## src/pkg/usam_pkg.sv

```systemverilog
package usam_pkg;

  // Counter widths shared by the core.
  localparam int unsigned DIV_W = 3;
  localparam int unsigned C16_W = 4;

  // Mode 0 slot divisors in ticks of the selected source.
  localparam logic [DIV_W-1:0] DIV_FAST_SLOW   = 3'h4;
  localparam logic [DIV_W-1:0] DIV_FAST_DOUBLE = 3'h2;
  localparam logic [DIV_W-1:0] DIV_COMP_SLOW   = 3'h6;
  localparam logic [DIV_W-1:0] DIV_COMP_DOUBLE = 3'h3;
  localparam logic [DIV_W-1:0] DIV_T1_SLOW     = 3'h4;
  localparam logic [DIV_W-1:0] DIV_T1_DOUBLE   = 3'h2;
  localparam logic [DIV_W-1:0] DIV_BRG_SLOW    = 3'h2;
  localparam logic [DIV_W-1:0] DIV_BRG_DOUBLE  = 3'h1;

  // Divide-by-16 counter: last state and the three majority sample states.
  localparam logic [C16_W-1:0] C16_LAST  = 4'hf;
  localparam logic [C16_W-1:0] C16_SMP_A = 4'h6;
  localparam logic [C16_W-1:0] C16_SMP_B = 4'h7;
  localparam logic [C16_W-1:0] C16_SMP_C = 4'h8;

  // Shift register preloads and the transmit end pattern.
  localparam logic [8:0] RX0_PRELOAD = 9'h0fe;
  localparam logic [8:0] RX1_PRELOAD = 9'h1ff;
  localparam logic [7:0] TX_END_PAT  = 8'h01;

  // Reset values.
  localparam logic [7:0] SERIAL_DATA_BUFFER_RST = 8'h00;
  localparam logic [2:0] SYNC_RST = 3'h7;

  // Transmit sequencer, Gray coded along idle-wait-start-data.
  typedef enum logic [1:0] {
    USAM_TX_IDLE  = 2'b00,
    USAM_TX_WAIT  = 2'b01,
    USAM_TX_START = 2'b11,
    USAM_TX_DATA  = 2'b10
  } usam_tx_e;

  // Receive sequencer, Gray coded along idle-arm-bits.
  typedef enum logic [1:0] {
    USAM_RX_IDLE = 2'b00,
    USAM_RX_ARM  = 2'b01,
    USAM_RX_BITS = 2'b11
  } usam_rx_e;

  // Static configuration bits from software.
  typedef struct packed {
    logic mode1;
    logic fast_mode;
    logic double_rate_select;
    logic mode0_rate_source;
    logic tx_ninth_bit;
    logic clock_idle_or_addr_filter;
    logic rx_enable_bit;
    logic port3_bit0_latch;
    logic tx_timer2_sel;
    logic rx_timer2_sel;
  } usam_cfg_s;

  // Rate source pulses, one system clock wide each.
  typedef struct packed {
    logic timer1_ovf;
    logic timer2_ovf;
    logic baud_gen_ovf;
  } usam_rate_s;

  // Whole state of the core.
  typedef struct packed {
    logic [2:0]       sync;
    logic             filt;
    logic             prev_rx;
    logic [DIV_W-1:0] div_cnt;
    logic [C16_W-1:0] tx_c16;
    logic [C16_W-1:0] rx_c16;
    usam_tx_e         tx_st;
    usam_rx_e         rx_st;
    logic [8:0]       tx_shift;
    logic [8:0]       rx_shift;
    logic             rx_first;
    logic [2:0]       samples;
    logic             m0_bit;
    logic [7:0]       serial_data_buffer;
    logic             rb8;
    logic             ti;
    logic             ri;
    logic             txd;
    logic             rxd_out;
    logic             rxd_oe;
  } usam_state_s;

endpackage

```

## src/core/usam_core.sv

```systemverilog
`timescale 1ns/1ps
// Functional notes
// [RL1] Mode 0: eight bits, LSB first, clock out.
// [RL2] Fixed Mode 0 rate: /4,/2 fast, /6,/3.
// [RL3] Timer 1 Mode 0 rate: overflow /4 or /2.
// [RL4] Baud generator Mode 0 rate: overflow /2 or /1.
// [RL5] Mode 0 write loads marker, starts within slot.
// [RL6] Mode 0 send drives data and clock, ends.
// [RL7] Mode 0 receive starts on enable, preloads 11111110.
// [RL8] Mode 0 receive final shift loads buffer, flags.
// [RL9] Mode 0 clock idle level follows filter bit.
// [RL10] Mode 0 data edges follow double rate select.
// [RL11] Software holds filter bit and latch during bytes.
// [RL12] Mode 1 frame: start, eight bits, stop.
// [RL13] Mode 1 rates from timer 1 or 2.
// [RL14] Mode 1 send starts after next rollover.
// [RL15] Start bit, then data, then first shift.
// [RL16] Mode 1 send ends at tenth rollover.
// [RL17] Receiver oversamples 16x, edge resets counter.
// [RL18] Majority vote of samples 7, 8, 9.
// [RL19] Non-zero start bit restarts edge search.
// [RL20] Final shift accepts frame only if allowed.
// [RL21] Accepted frame fills buffer, ninth bit, flag.
// [RL22] Done flags cleared only by software.
module usam_core (
  input  wire logic               ref_clk_i,
  input  wire logic               arst_n_i,
  input  wire usam_pkg::usam_cfg_s cfg_i,
  input  wire usam_pkg::usam_rate_s rate_i,
  input  wire logic               serial_data_buffer_wr_i,
  input  wire logic [7:0]         serial_data_buffer_wdata_i,
  input  wire logic               tx_done_clr_i,
  input  wire logic               rx_done_clr_i,
  input  wire logic               rxd_i,
  output logic                    rxd_o,
  output logic                    rxd_oe_o,
  output logic                    txd_o,
  output logic [7:0]              serial_data_buffer_o,
  output logic                    rx_ninth_bit_o,
  output logic                    tx_done_flag_o,
  output logic                    rx_done_flag_o,
  output logic                    send_phase_o,
  output logic                    receive_phase_o
);

  usam_pkg::usam_state_s st_reg;
  usam_pkg::usam_state_s st_next;

  // Bit reversal: both receivers shift in at the right, so the first bit lands leftmost.
  function automatic logic [7:0] usam_rev8(input logic [7:0] v);
    logic [7:0] r;
    r = 8'h00;
    for (int i = 0; i < 8; i++) begin
      r[i] = v[7-i];
    end
    return r;
  endfunction

  // Mode 0 slot timing signals.
  logic                       m0_tick;
  logic [usam_pkg::DIV_W-1:0] m0_div;
  logic [usam_pkg::DIV_W-1:0] m0_half;
  logic                       slot_end;
  logic                       slot_mid;
  logic                       in_h1;
  logic                       non_idle;
  logic                       m0_sample;
  logic                       m0_active;
  // Mode 1 rate signals.
  logic                       tx_tick;
  logic                       rx_tick;
  logic                       tx_roll;
  logic                       vote;
  logic                       rx_in_bit;

  // Mode 0 divisor and source selection.
  always_comb begin
    if (cfg_i.mode0_rate_source) begin
      m0_tick = rate_i.baud_gen_ovf; // [RL4]
      m0_div  = cfg_i.double_rate_select ? usam_pkg::DIV_BRG_DOUBLE : usam_pkg::DIV_BRG_SLOW;
    end else if (cfg_i.tx_ninth_bit) begin
      m0_tick = rate_i.timer1_ovf; // [RL3]
      m0_div  = cfg_i.double_rate_select ? usam_pkg::DIV_T1_DOUBLE : usam_pkg::DIV_T1_SLOW;
    end else if (cfg_i.fast_mode) begin
      m0_tick = 1'b1; // [RL2]
      m0_div  = cfg_i.double_rate_select ? usam_pkg::DIV_FAST_DOUBLE : usam_pkg::DIV_FAST_SLOW;
    end else begin
      m0_tick = 1'b1; // [RL2]
      m0_div  = cfg_i.double_rate_select ? usam_pkg::DIV_COMP_DOUBLE : usam_pkg::DIV_COMP_SLOW;
    end
  end

  // A slot has two halves; the clock leaves idle in one of them.
  // With a divisor of one there is no mid point, so the clock holds one level all transfer: idle when it idles high, non-idle when it idles low.
  assign m0_half   = m0_div >> 1;
  assign slot_end  = m0_tick && (st_reg.div_cnt == m0_div - 3'h1);
  assign slot_mid  = (m0_half == 3'h0) ? slot_end : (m0_tick && (st_reg.div_cnt == m0_half - 3'h1));
  assign in_h1     = (st_reg.div_cnt >= m0_half);
  // Idle high with double rate puts the low half first, so data changes one cycle before the fall.
  assign non_idle  = (!cfg_i.clock_idle_or_addr_filter && cfg_i.double_rate_select) ? !in_h1 : in_h1; // [RL10]
  assign m0_sample = cfg_i.double_rate_select ? slot_mid : slot_end; // [RL10]
  assign m0_active = (st_reg.tx_st == usam_pkg::USAM_TX_DATA) || (st_reg.rx_st == usam_pkg::USAM_RX_BITS);

  // Mode 1 oversampling ticks, one timer per direction.
  assign tx_tick   = cfg_i.tx_timer2_sel ? rate_i.timer2_ovf : rate_i.timer1_ovf; // [RL13]
  assign rx_tick   = cfg_i.rx_timer2_sel ? rate_i.timer2_ovf : rate_i.timer1_ovf; // [RL13]
  assign tx_roll   = tx_tick && (st_reg.tx_c16 == usam_pkg::C16_LAST);
  assign vote      = (st_reg.samples[0] & st_reg.samples[1]) | (st_reg.samples[0] & st_reg.samples[2])
                   | (st_reg.samples[1] & st_reg.samples[2]); // [RL18]
  assign rx_in_bit = cfg_i.double_rate_select ? st_reg.m0_bit : st_reg.filt;

  // Next-state logic for the whole port.
  always_comb begin
    st_next = st_reg;

    // Pin synchroniser; a change counts once stages two and three agree.
    st_next.sync = {st_reg.sync[1:0], rxd_i};
    if (st_reg.sync[1] == st_reg.sync[2]) begin
      st_next.filt = st_reg.sync[2];
    end

    // Done flags: software clears, a same-cycle set below wins.
    if (tx_done_clr_i) begin
      st_next.ti = 1'b0; // [RL22]
    end
    if (rx_done_clr_i) begin
      st_next.ri = 1'b0; // [RL22]
    end

    if (!cfg_i.mode1) begin
      // Free-running slot counter; a request waits at most one slot for alignment.
      if (m0_tick) begin
        st_next.div_cnt = slot_end ? '0 : st_reg.div_cnt + 3'h1;
      end
      if (m0_sample) begin
        st_next.m0_bit = st_reg.filt;
      end

      // Mode 0 transmit.
      case (st_reg.tx_st)
        usam_pkg::USAM_TX_WAIT: begin
          if (slot_end) begin
            st_next.tx_st = usam_pkg::USAM_TX_DATA; // [RL5]
          end
        end
        usam_pkg::USAM_TX_DATA: begin
          if (slot_end) begin
            st_next.tx_shift = {1'b0, st_reg.tx_shift[8:1]}; // [RL6]
            if (st_reg.tx_shift[8:1] == usam_pkg::TX_END_PAT) begin
              st_next.tx_st = usam_pkg::USAM_TX_IDLE; // [RL6]
              st_next.ti    = 1'b1; // [RL6]
            end
          end
        end
        default: begin
          st_next.tx_st = usam_pkg::USAM_TX_IDLE;
        end
      endcase

      // Mode 0 receive, started only while the line is not sending.
      case (st_reg.rx_st)
        usam_pkg::USAM_RX_IDLE: begin
          if (cfg_i.rx_enable_bit && !st_reg.ri && (st_reg.tx_st == usam_pkg::USAM_TX_IDLE) && !serial_data_buffer_wr_i) begin
            st_next.rx_st = usam_pkg::USAM_RX_ARM; // [RL7]
          end
        end
        usam_pkg::USAM_RX_ARM: begin
          st_next.rx_shift = usam_pkg::RX0_PRELOAD; // [RL7]
          if (slot_end) begin
            st_next.rx_st = usam_pkg::USAM_RX_BITS; // [RL7]
          end
        end
        usam_pkg::USAM_RX_BITS: begin
          if (slot_end) begin
            st_next.rx_shift = {1'b0, st_reg.rx_shift[6:0], rx_in_bit}; // [RL8]
            if (!st_reg.rx_shift[7]) begin
              st_next.serial_data_buffer  = usam_rev8({st_reg.rx_shift[6:0], rx_in_bit}); // [RL1] [RL8]
              st_next.ri    = 1'b1; // [RL8]
              st_next.rx_st = usam_pkg::USAM_RX_IDLE; // [RL8]
            end
          end
        end
        default: begin
          st_next.rx_st = usam_pkg::USAM_RX_IDLE;
        end
      endcase
    end else begin
      // Mode 1 transmit, timed by its own divide-by-16 counter.
      if (tx_tick) begin
        st_next.tx_c16 = st_reg.tx_c16 + 4'h1;
      end
      case (st_reg.tx_st)
        usam_pkg::USAM_TX_WAIT: begin
          if (tx_roll) begin
            st_next.tx_st = usam_pkg::USAM_TX_START; // [RL14] [RL15]
          end
        end
        usam_pkg::USAM_TX_START: begin
          if (tx_roll) begin
            st_next.tx_st = usam_pkg::USAM_TX_DATA; // [RL15]
          end
        end
        usam_pkg::USAM_TX_DATA: begin
          if (tx_roll) begin
            st_next.tx_shift = {1'b0, st_reg.tx_shift[8:1]}; // [RL15]
            if (st_reg.tx_shift[8:1] == usam_pkg::TX_END_PAT) begin
              st_next.tx_st = usam_pkg::USAM_TX_IDLE; // [RL16]
              st_next.ti    = 1'b1; // [RL16]
            end
          end
        end
        default: begin
          st_next.tx_st = usam_pkg::USAM_TX_IDLE;
        end
      endcase

      // Mode 1 receive: edge hunt, majority vote and frame assembly.
      if (rx_tick) begin
        st_next.prev_rx = st_reg.filt;
      end
      case (st_reg.rx_st)
        usam_pkg::USAM_RX_BITS: begin
          if (rx_tick) begin
            st_next.rx_c16 = st_reg.rx_c16 + 4'h1; // [RL17]
            if (st_reg.rx_c16 == usam_pkg::C16_SMP_A) begin
              st_next.samples[0] = st_reg.filt; // [RL18]
            end
            if (st_reg.rx_c16 == usam_pkg::C16_SMP_B) begin
              st_next.samples[1] = st_reg.filt; // [RL18]
            end
            if (st_reg.rx_c16 == usam_pkg::C16_SMP_C) begin
              st_next.samples[2] = st_reg.filt; // [RL18]
            end
            if (st_reg.rx_c16 == usam_pkg::C16_LAST) begin
              st_next.rx_first = 1'b0;
              st_next.rx_shift = {st_reg.rx_shift[7:0], vote};
              if (st_reg.rx_first && vote) begin
                st_next.rx_st = usam_pkg::USAM_RX_IDLE; // [RL19]
              end else if (!st_reg.rx_first && !st_reg.rx_shift[8]) begin
                st_next.rx_st = usam_pkg::USAM_RX_IDLE; // [RL21]
                if (!st_reg.ri && (!cfg_i.clock_idle_or_addr_filter || vote)) begin // [RL20]
                  st_next.serial_data_buffer = usam_rev8(st_reg.rx_shift[7:0]); // [RL12] [RL21]
                  st_next.rb8  = vote; // [RL12] [RL21]
                  st_next.ri   = 1'b1; // [RL21]
                end
              end
            end
          end
        end
        default: begin
          st_next.rx_st = usam_pkg::USAM_RX_IDLE;
          if (rx_tick && st_reg.prev_rx && !st_reg.filt) begin
            st_next.rx_c16   = '0; // [RL17]
            st_next.rx_shift = usam_pkg::RX1_PRELOAD; // [RL17]
            st_next.rx_first = 1'b1;
            st_next.rx_st    = usam_pkg::USAM_RX_BITS;
          end
        end
      endcase
    end

    // A buffer write always restarts the transmitter with the marker loaded.
    if (serial_data_buffer_wr_i) begin
      st_next.tx_shift = {1'b1, serial_data_buffer_wdata_i}; // [RL5] [RL14]
      st_next.tx_st    = usam_pkg::USAM_TX_WAIT; // [RL5] [RL14]
    end

    // Pin drive, registered; the Mode 0 clock from the current state, the rest from the state being entered.
    if (!cfg_i.mode1) begin
      if (m0_active) begin
        st_next.txd = non_idle ? cfg_i.clock_idle_or_addr_filter : !cfg_i.clock_idle_or_addr_filter; // [RL6]
      end else begin
        st_next.txd = !cfg_i.clock_idle_or_addr_filter; // [RL9]
      end
      // The port latch can hold the data line low, which software uses for line edges.
      st_next.rxd_oe  = (st_next.tx_st == usam_pkg::USAM_TX_DATA) || !cfg_i.port3_bit0_latch;
      st_next.rxd_out = (st_next.tx_st == usam_pkg::USAM_TX_DATA) ? (st_next.tx_shift[0] & cfg_i.port3_bit0_latch)
                                                                : 1'b0; // [RL1] [RL6] [RL11]
    end else begin
      st_next.rxd_oe  = 1'b0;
      st_next.rxd_out = 1'b0;
      case (st_next.tx_st)
        usam_pkg::USAM_TX_START: st_next.txd = 1'b0; // [RL12] [RL15]
        usam_pkg::USAM_TX_DATA:  st_next.txd = st_next.tx_shift[0]; // [RL15]
        default:                 st_next.txd = 1'b1; // [RL12]
      endcase
    end
  end

  // State register.
  always_ff @(posedge ref_clk_i or negedge arst_n_i) begin
    if (!arst_n_i) begin
      st_reg          <= '0;
      st_reg.sync     <= usam_pkg::SYNC_RST;
      st_reg.filt     <= 1'b1;
      st_reg.prev_rx  <= 1'b1;
      st_reg.tx_st    <= usam_pkg::USAM_TX_IDLE;
      st_reg.rx_st    <= usam_pkg::USAM_RX_IDLE;
      st_reg.serial_data_buffer     <= usam_pkg::SERIAL_DATA_BUFFER_RST;
      st_reg.txd      <= 1'b1;
    end else begin
      st_reg <= st_next;
    end
  end

  // Outputs straight from the state register.
  assign rxd_o                = st_reg.rxd_out;
  assign rxd_oe_o             = st_reg.rxd_oe;
  assign txd_o                = st_reg.txd;
  assign serial_data_buffer_o = st_reg.serial_data_buffer;
  assign rx_ninth_bit_o       = st_reg.rb8;
  assign tx_done_flag_o       = st_reg.ti;
  assign rx_done_flag_o       = st_reg.ri;
  assign send_phase_o         = (st_reg.tx_st == usam_pkg::USAM_TX_DATA) || (st_reg.tx_st == usam_pkg::USAM_TX_START);
  assign receive_phase_o      = (st_reg.rx_st == usam_pkg::USAM_RX_BITS);

endmodule

```

## config.mk

```make
export PLATFORM = sky130hd
export DESIGN_NAME = usam_core
export DESIGN_NICKNAME = d
export VERILOG_FILES = /design/src/pkg/usam_pkg.sv /design/src/core/usam_core.sv
export SDC_FILE = /design/constraint.sdc
export NUM_CORES = 1
export LEC_CHECK = 0
export BUFFER_PORTS_ARGS = -buffer_cell sky130_fd_sc_hd__clkbuf_2
export CORE_ASPECT_RATIO = 0.6
export CORE_MARGIN = 2
export CORE_UTILIZATION = 53
export CTS_CLUSTER_SIZE = 8
export DETAILED_ROUTE_END_ITERATION = 16
export PLACE_DENSITY = 0.77
export SYNTH_ARGS = -nofsm -noshare
export SYNTH_HDL_FRONTEND = slang
export SYNTH_SLANG_ARGS = --single-unit
export TNS_END_PERCENT = 1
```

## constraint.sdc

```tcl
create_clock -name ref_clk_i -period 2.3 [get_ports ref_clk_i]
set_clock_uncertainty 0.05 [all_clocks]
set_input_delay 0.23 -clock ref_clk_i [delete_from_list [all_inputs] [get_ports ref_clk_i]]
set_output_delay 0.23 -clock ref_clk_i [all_outputs]
set_load 0.02 [all_outputs]
```

== Word-level counts from Yosys, hierarchy flattened ==
Index checks and enable logic that the tools add are counted.

* Word-level logic and storage cells: 201
* Bits of input ports: 27
* Bits in registers: 57

* Add/subtract/negate cells: 5
* Order comparisons: 1
* Mux-type cells: 85
* Bitwise logic cells: 8
* Reductions and logical operators: 46
* Equality and inequality tests: 33

{| class="wikitable"
|+ Operator list
! operator !! number
|-
| 9-bit 2-to-1 mux || 12
|-
| 2-bit 2-to-1 mux || 19
|-
| 8-bit 2-to-1 mux || 4
|-
| 1-bit 2-to-1 mux || 30
|-
| 10-bit 2-to-1 mux || 3
|-
| 22-bit 2-to-1 mux || 1
|-
| 3-bit 2-to-1 mux || 7
|-
| 9-bit one-hot mux with 2 select lines || 1
|-
| 4-bit AND reduction || 4
|-
| 7-bit AND reduction || 2
|-
| 13-bit 2-to-1 mux || 1
|-
| 4-bit == test, second input constant || 3
|-
| 1-bit logical AND || 12
|-
| 4-bit 2-to-1 mux || 3
|-
| 2-bit by 1-bit != test with 1-bit output, second input constant || 6
|-
| 2-bit one-hot mux with 3 select lines || 2
|-
| 2-bit == test, second input constant || 5
|-
| 3-bit by 2-bit != test with 1-bit output, second input constant || 3
|-
| 3-bit != test, second input constant || 3
|-
| 4-bit by 1-bit adder with 4-bit output, second input constant || 2
|-
| 4-bit by 3-bit == test with 1-bit output, second input constant || 2
|-
| 8-bit by 1-bit == test with 1-bit output, second input constant || 1
|-
| 1-bit zero test || 8
|-
| 2-bit AND reduction || 4
|-
| other kinds (23) || 40
|}

== Longest topological paths before layout ==
* Depth in word-level cells: 14
* Gate-level depth with buffers: 11

== Worst setup path before layout ==
Ideal clock, no wire load.

* Kind: reg-to-reg
* Start point: reg st_reg[50] in the netlist's numbering
* End point: reg st_reg[19] in the netlist's numbering
* Cell stages (with the launch flop): 8
* Data arrival time: 1.952 ns
* Period minus slack after synthesis: 2.127 ns
* Buffers on the path: 1
* Setup slack: 0.173 ns
* Cells stage by stage: dfrtp_1 > or3b_1 > a21boi_2 > o31ai_4 > nor2_2 > o311a_1 > buf_4 > mux2_4

* Word-level cells in the longest chain between the ends: 4

{| class="wikitable"
|+ Ends and longest elaborated chain
! what !! line !! source
|-
| from (decl) || usam_core.sv:46 || <nowiki>usam_pkg::usam_state_s st_reg;</nowiki>
|-
| from (signal assigned) || usam_core.sv:302 || <nowiki>st_reg <= st_next;</nowiki>
|-
| 3-bit == test || usam_core.sv:96 || <nowiki>assign slot_end = m0_tick && (st_reg.div_cnt == m0_div - 3'h1);</nowiki>
|-
| 1-bit logical AND || usam_core.sv:96 ||
|-
| 3-bit by 2-bit != test with 1-bit output (no source line) || -- ||
|-
| 5-bit AND reduction (no source line) || -- ||
|}

Every way passes these cells.
A chain may end at the register's enable or synchronous reset.

==> results.md <==
- The share of synthesized flip-flops with an asynchronous set or reset is 100%.
- For this design the ratio of total power to cell area is 920 mW/mm2.
- The multi-input combinational cells in the finished layout cover a total of around 0.0018 mm2.
- In this run the post-CTS setup repair buffer count came out at 0.
- Counting every net in the synthesized netlist gives 385.
- The DRC violation count after routing is 0.
- Setup repair after global routing left no endpoint under its margin.
- In this run the tool buffered the top-level ports with 42 buffer cells.
- The per-cell via count in the routed design is ~6.
- The via count of the routed design is between 2k and 3k.
- The most common cell in the synthesized netlist is sky130_fd_sc_hd__dfrtp_1.
- Across the VDD grid, the largest voltage drop is 0.000508 V.
- The checks that failed: negative hold slack.
- Setup slack on the critical path of the routed design comes to 0.0811 ns.
- The maximum buffer depth of the clock tree is 2.
- The worst endpoint required time is around 2.5 ns.
- The area growth from synthesis to layout is 16.6%.
- For the worst-skew pair, the clock arrives at the later sink with an insertion delay of 0.34 ns.
- In this run, synthesis inferred 0 flip-flops with an integrated enable.
- The depth of the critical timing path with buffers and inverters included is 7.
- The maximum frequency from static timing analysis is 451 MHz.
- The number of max-slew violations in the final report is 0.
- The maximum fanout count along the critical path is 5.
- The library cell used as clock root buffer is sky130_fd_sc_hd__clkbuf_8.
- Clock-pin slew was measured on the worst setup and hold paths at 0.06 ns.
- Ranked by total cell area, the synthesized netlist is headed by sky130_fd_sc_hd__dfrtp_1 (37%), sky130_fd_sc_hd__dfstp_2 (4.6%), sky130_fd_sc_hd__ha_1 (4.4%).
- The predominant post-synthesis flop cell is sky130_fd_sc_hd__dfrtp_1.
- The actual transition at the worst max-transition pin is 0.723 ns.
- The flow ran to the end, but the final reports show violations.
- The hold violation count in the final report was 28.
- The core utilization of the finished layout is around two thirds.
- The floorplan step defined a core boundary enclosing between 0.006 and 0.007 mm2.
- The cell accounting for the most synthesized area is sky130_fd_sc_hd__dfrtp_1.
- CTS built an H-tree with a depth of 3.
- The sum of net half-perimeters after detailed placement is 5820 um.
- The critical path in this run is classified as reg -> reg.
- In this run the core area contains 22 standard-cell rows.
- The commonest cells after synthesis are sky130_fd_sc_hd__dfrtp_1 (51), sky130_fd_sc_hd__nor2_1 (29), sky130_fd_sc_hd__nand2_1 (28), sky130_fd_sc_hd__inv_1 (23), sky130_fd_sc_hd__o21ai_0 (20).
- The diode insertion count for antenna repair is 0.
- The initial antenna violation count is 0.
- The cell area after placement is between 0.003 and 0.004 mm2.
- The worst reg-to-reg setup slack is between 0.08 and 0.09 ns.
- After detailed routing, the average wire length per cell comes to ~17 um.
- The finished cells cover roughly 0.004 mm2.
- Traced cell by cell, the critical path runs through inv_1 > ha_1 > o21ai_0 > or3_1 > o311a_1 > a311o_1 > a31o_2.
- The number of synthesis warnings is 0.
- The number of global-route vias before repair was 2687.
- For this run, the detailed router's first-pass iteration total came to 5.
- The gate family responsible for the most delay along the worst path is compound AO/OA/AOI/OAI gates.
- Entering global routing, the biggest net connects 58 pins.
- The mean area per synthesized cell is 9.88 um2.
- The worst path needs 2.22 ns of the cycle, external delays included.
- The number of non-filler instances in the completed layout is roughly 480.
- Including well taps, the total number of placed cells is 467.
- The startpoint identified for the worst register-to-register timing path is st_reg[40]$_DFF_PN0_.
- The destination of the worst register-to-register timing path is rxd_oe_o$_DFF_PN0_.
- The share of synthesized area in the top cell type comes to 37.3%.
- The register with the most flip-flops in the layout has 41 of them.
- The type of the tightest min-delay check is in -> async.
- The reported max-cap violation count is 0.
- The register bit count reported by yosys is 57.
- The die is about 110 um wide.
- The first global-routing pass estimated approximately 13000 um of wire.
- The number of buffers and inverters on the critical path is 1.
- The endpoint kind of the worst setup timing path is a register.
- The share of the clock period used by the worst path after layout is 96.5%.
- After routing, the total negative slack on setup checks comes to 0 ns.
- Global routing used roughly a quarter of the available tracks across all layers.
- Prior to clock tree synthesis, the placed netlist has a worst setup slack of 0.0110 ns.
- In the synthesized netlist, the number of instances is 346.
- Wires add up to 8040 um.
- The initial utilization of the core area, before any placement, comes to a little under three fifths.
- Cells with a size suffix above 1 make up 28.0% of the layout.
- After global routing the overflow that remains totals 0.
- Measured in cells, the most critical reg-to-reg path has a length of 7.
- The number of primary I/O pins is 43.
- The die covers 0.00713 mm2.
- The violation count after the first detailed-route iteration is around 320.
- The final hold slack is -0.0206 ns.
- The signal arrival time at the worst endpoint is 2.39 ns.
- The sequential fraction of the synthesis area is 41.9%.
- The layout has 523 filler cells.
- The final weighted congestion in routability-driven placement is 0.939.
- After synthesis, the netlist uses 69 different library cells.
- On the critical path, the stage with the largest delay is an instance of sky130_fd_sc_hd__dfrtp_1.
- Setup violations remaining at the end of the flow were counted as 0.
- Measured along the y axis, the die boundary spans 66.2 um.
- The detail route stage leaves a number of antenna-violating nets equal to 0.
- On the worst path, the slowest cell contributes a delay of between 0.4 and 0.5 ns.
- The combined area of all synthesized cells is 0.00342 mm2.
- The element type at the critical path start is a register.
- The worst-case headroom to the max-slew limit is 51.8%.
- The number of CTS-inserted buffers is 9.
- The leakage power figure is 1.87 nW.
- The CTS tree is done.
- The sum of internal, switching and leakage power is approximately 3.7 mW.
- The final net count is 434.
- The sequential standard cell area is between 0.001 and 0.0015 mm2.
- The clock drives 57 sinks.
[how the worst max path moves through the flow]
stage / endpoint / from
floorplan: st_reg[19]$_DFFE_PN0P_ / st_reg[50]$_DFFE_PN0P_
global placement: serial_data_buffer_o[2]$_DFFE_PN0P_ / cfg_i[5]
detailed placement: serial_data_buffer_o[4]$_DFFE_PN0P_ / cfg_i[5]
CTS: st_reg[22]$_DFFE_PN0P_ / st_reg[51]$_DFFE_PN0P_
global route: rxd_oe_o$_DFF_PN0_ / st_reg[40]$_DFF_PN0_
finish: rxd_oe_o$_DFF_PN0_ / st_reg[40]$_DFF_PN0_
[worst register-to-register path: cells and delay by family, from the launching register on]
family	cells	cell delay, ns
buffers and inverters	1	0.12
and+or+nand+nor	1	0.32
DFF	1	0.43
adders and majority gates	1	0.32
AOI/OAI and AO/OA	4	0.88
[power by group]
| part | internal, mW | switching, mW |
|---|---|---|
| Combinational | 0.563 | 0.660 |
| Sequential | 1.22 | 0.220 |
| Clock | 0.617 | 0.392 |
| Total | 2.40 | 1.27 |
[metal layers]
layer	wire, um	vias up	GRT usage, %	share of wire, %
met3	675	7	8.57	8.4
met2	3340	118	35.8	42
met5	0	-	0	0
met1	3950	1380	36.1	49
met4	70	0	6.41	0.87
li1	-	1355	-	-
[cells by family after synthesis]
family                     Yosys count  share of synthesized area [%]
adders and majority gates           14                           4.98
muxes                               32                           10.1
and+or+nand+nor                    111                           17.6
DFF                                 57                           41.9
buffers and inverters               44                           5.93
xor gates and xnor gates             4                           1.02
AOI/OAI and AO/OA                   84                           18.5
[area by class of cell]
cell class	count	share of cell area, %
clock buffer	14	4.58
tap	84	2.63
clock inverter	2	0.878
timing repair buffer	58	8.34
inverter	24	2.26
multi-input combinational	245	45.3
sequential	57	36.0
[cells in the final DEF (no fill, tap or decap), types with 3 or more instances in the layout]
cell,count
sky130_fd_sc_hd__a22o_1,7
sky130_fd_sc_hd__o22ai_1,7
sky130_fd_sc_hd__mux2_1,3
sky130_fd_sc_hd__nand4_1,3
sky130_fd_sc_hd__nand2b_1,10
sky130_fd_sc_hd__and3_1,4
sky130_fd_sc_hd__buf_4,15
sky130_fd_sc_hd__or3_1,3
sky130_fd_sc_hd__ha_1,12
sky130_fd_sc_hd__nand2_1,28
sky130_fd_sc_hd__a21oi_1,11
sky130_fd_sc_hd__inv_1,23
sky130_fd_sc_hd__a22oi_1,3
sky130_fd_sc_hd__o221a_2,5
sky130_fd_sc_hd__mux2i_1,15
sky130_fd_sc_hd__nor4_1,4
sky130_fd_sc_hd__dfrtp_1,50
sky130_fd_sc_hd__nand4b_1,3
sky130_fd_sc_hd__dfstp_2,6
sky130_fd_sc_hd__clkbuf_2,42
sky130_fd_sc_hd__nand3_1,8
sky130_fd_sc_hd__a31oi_1,6
sky130_fd_sc_hd__nor2_1,29
sky130_fd_sc_hd__mux2_2,13
sky130_fd_sc_hd__o21ai_0,20
sky130_fd_sc_hd__clkbuf_8,13
sky130_fd_sc_hd__nor2b_1,3
[repair_timing]
item / 4_1_cts / 5_1_grt
gates resized for setup: 0 / 4
hold buffers: 1 / 0
hold endpoints to repair: 1 / 0
setup endpoints to repair: 0 / 17
No activity file was read; power rests on OpenSTA's default activity.
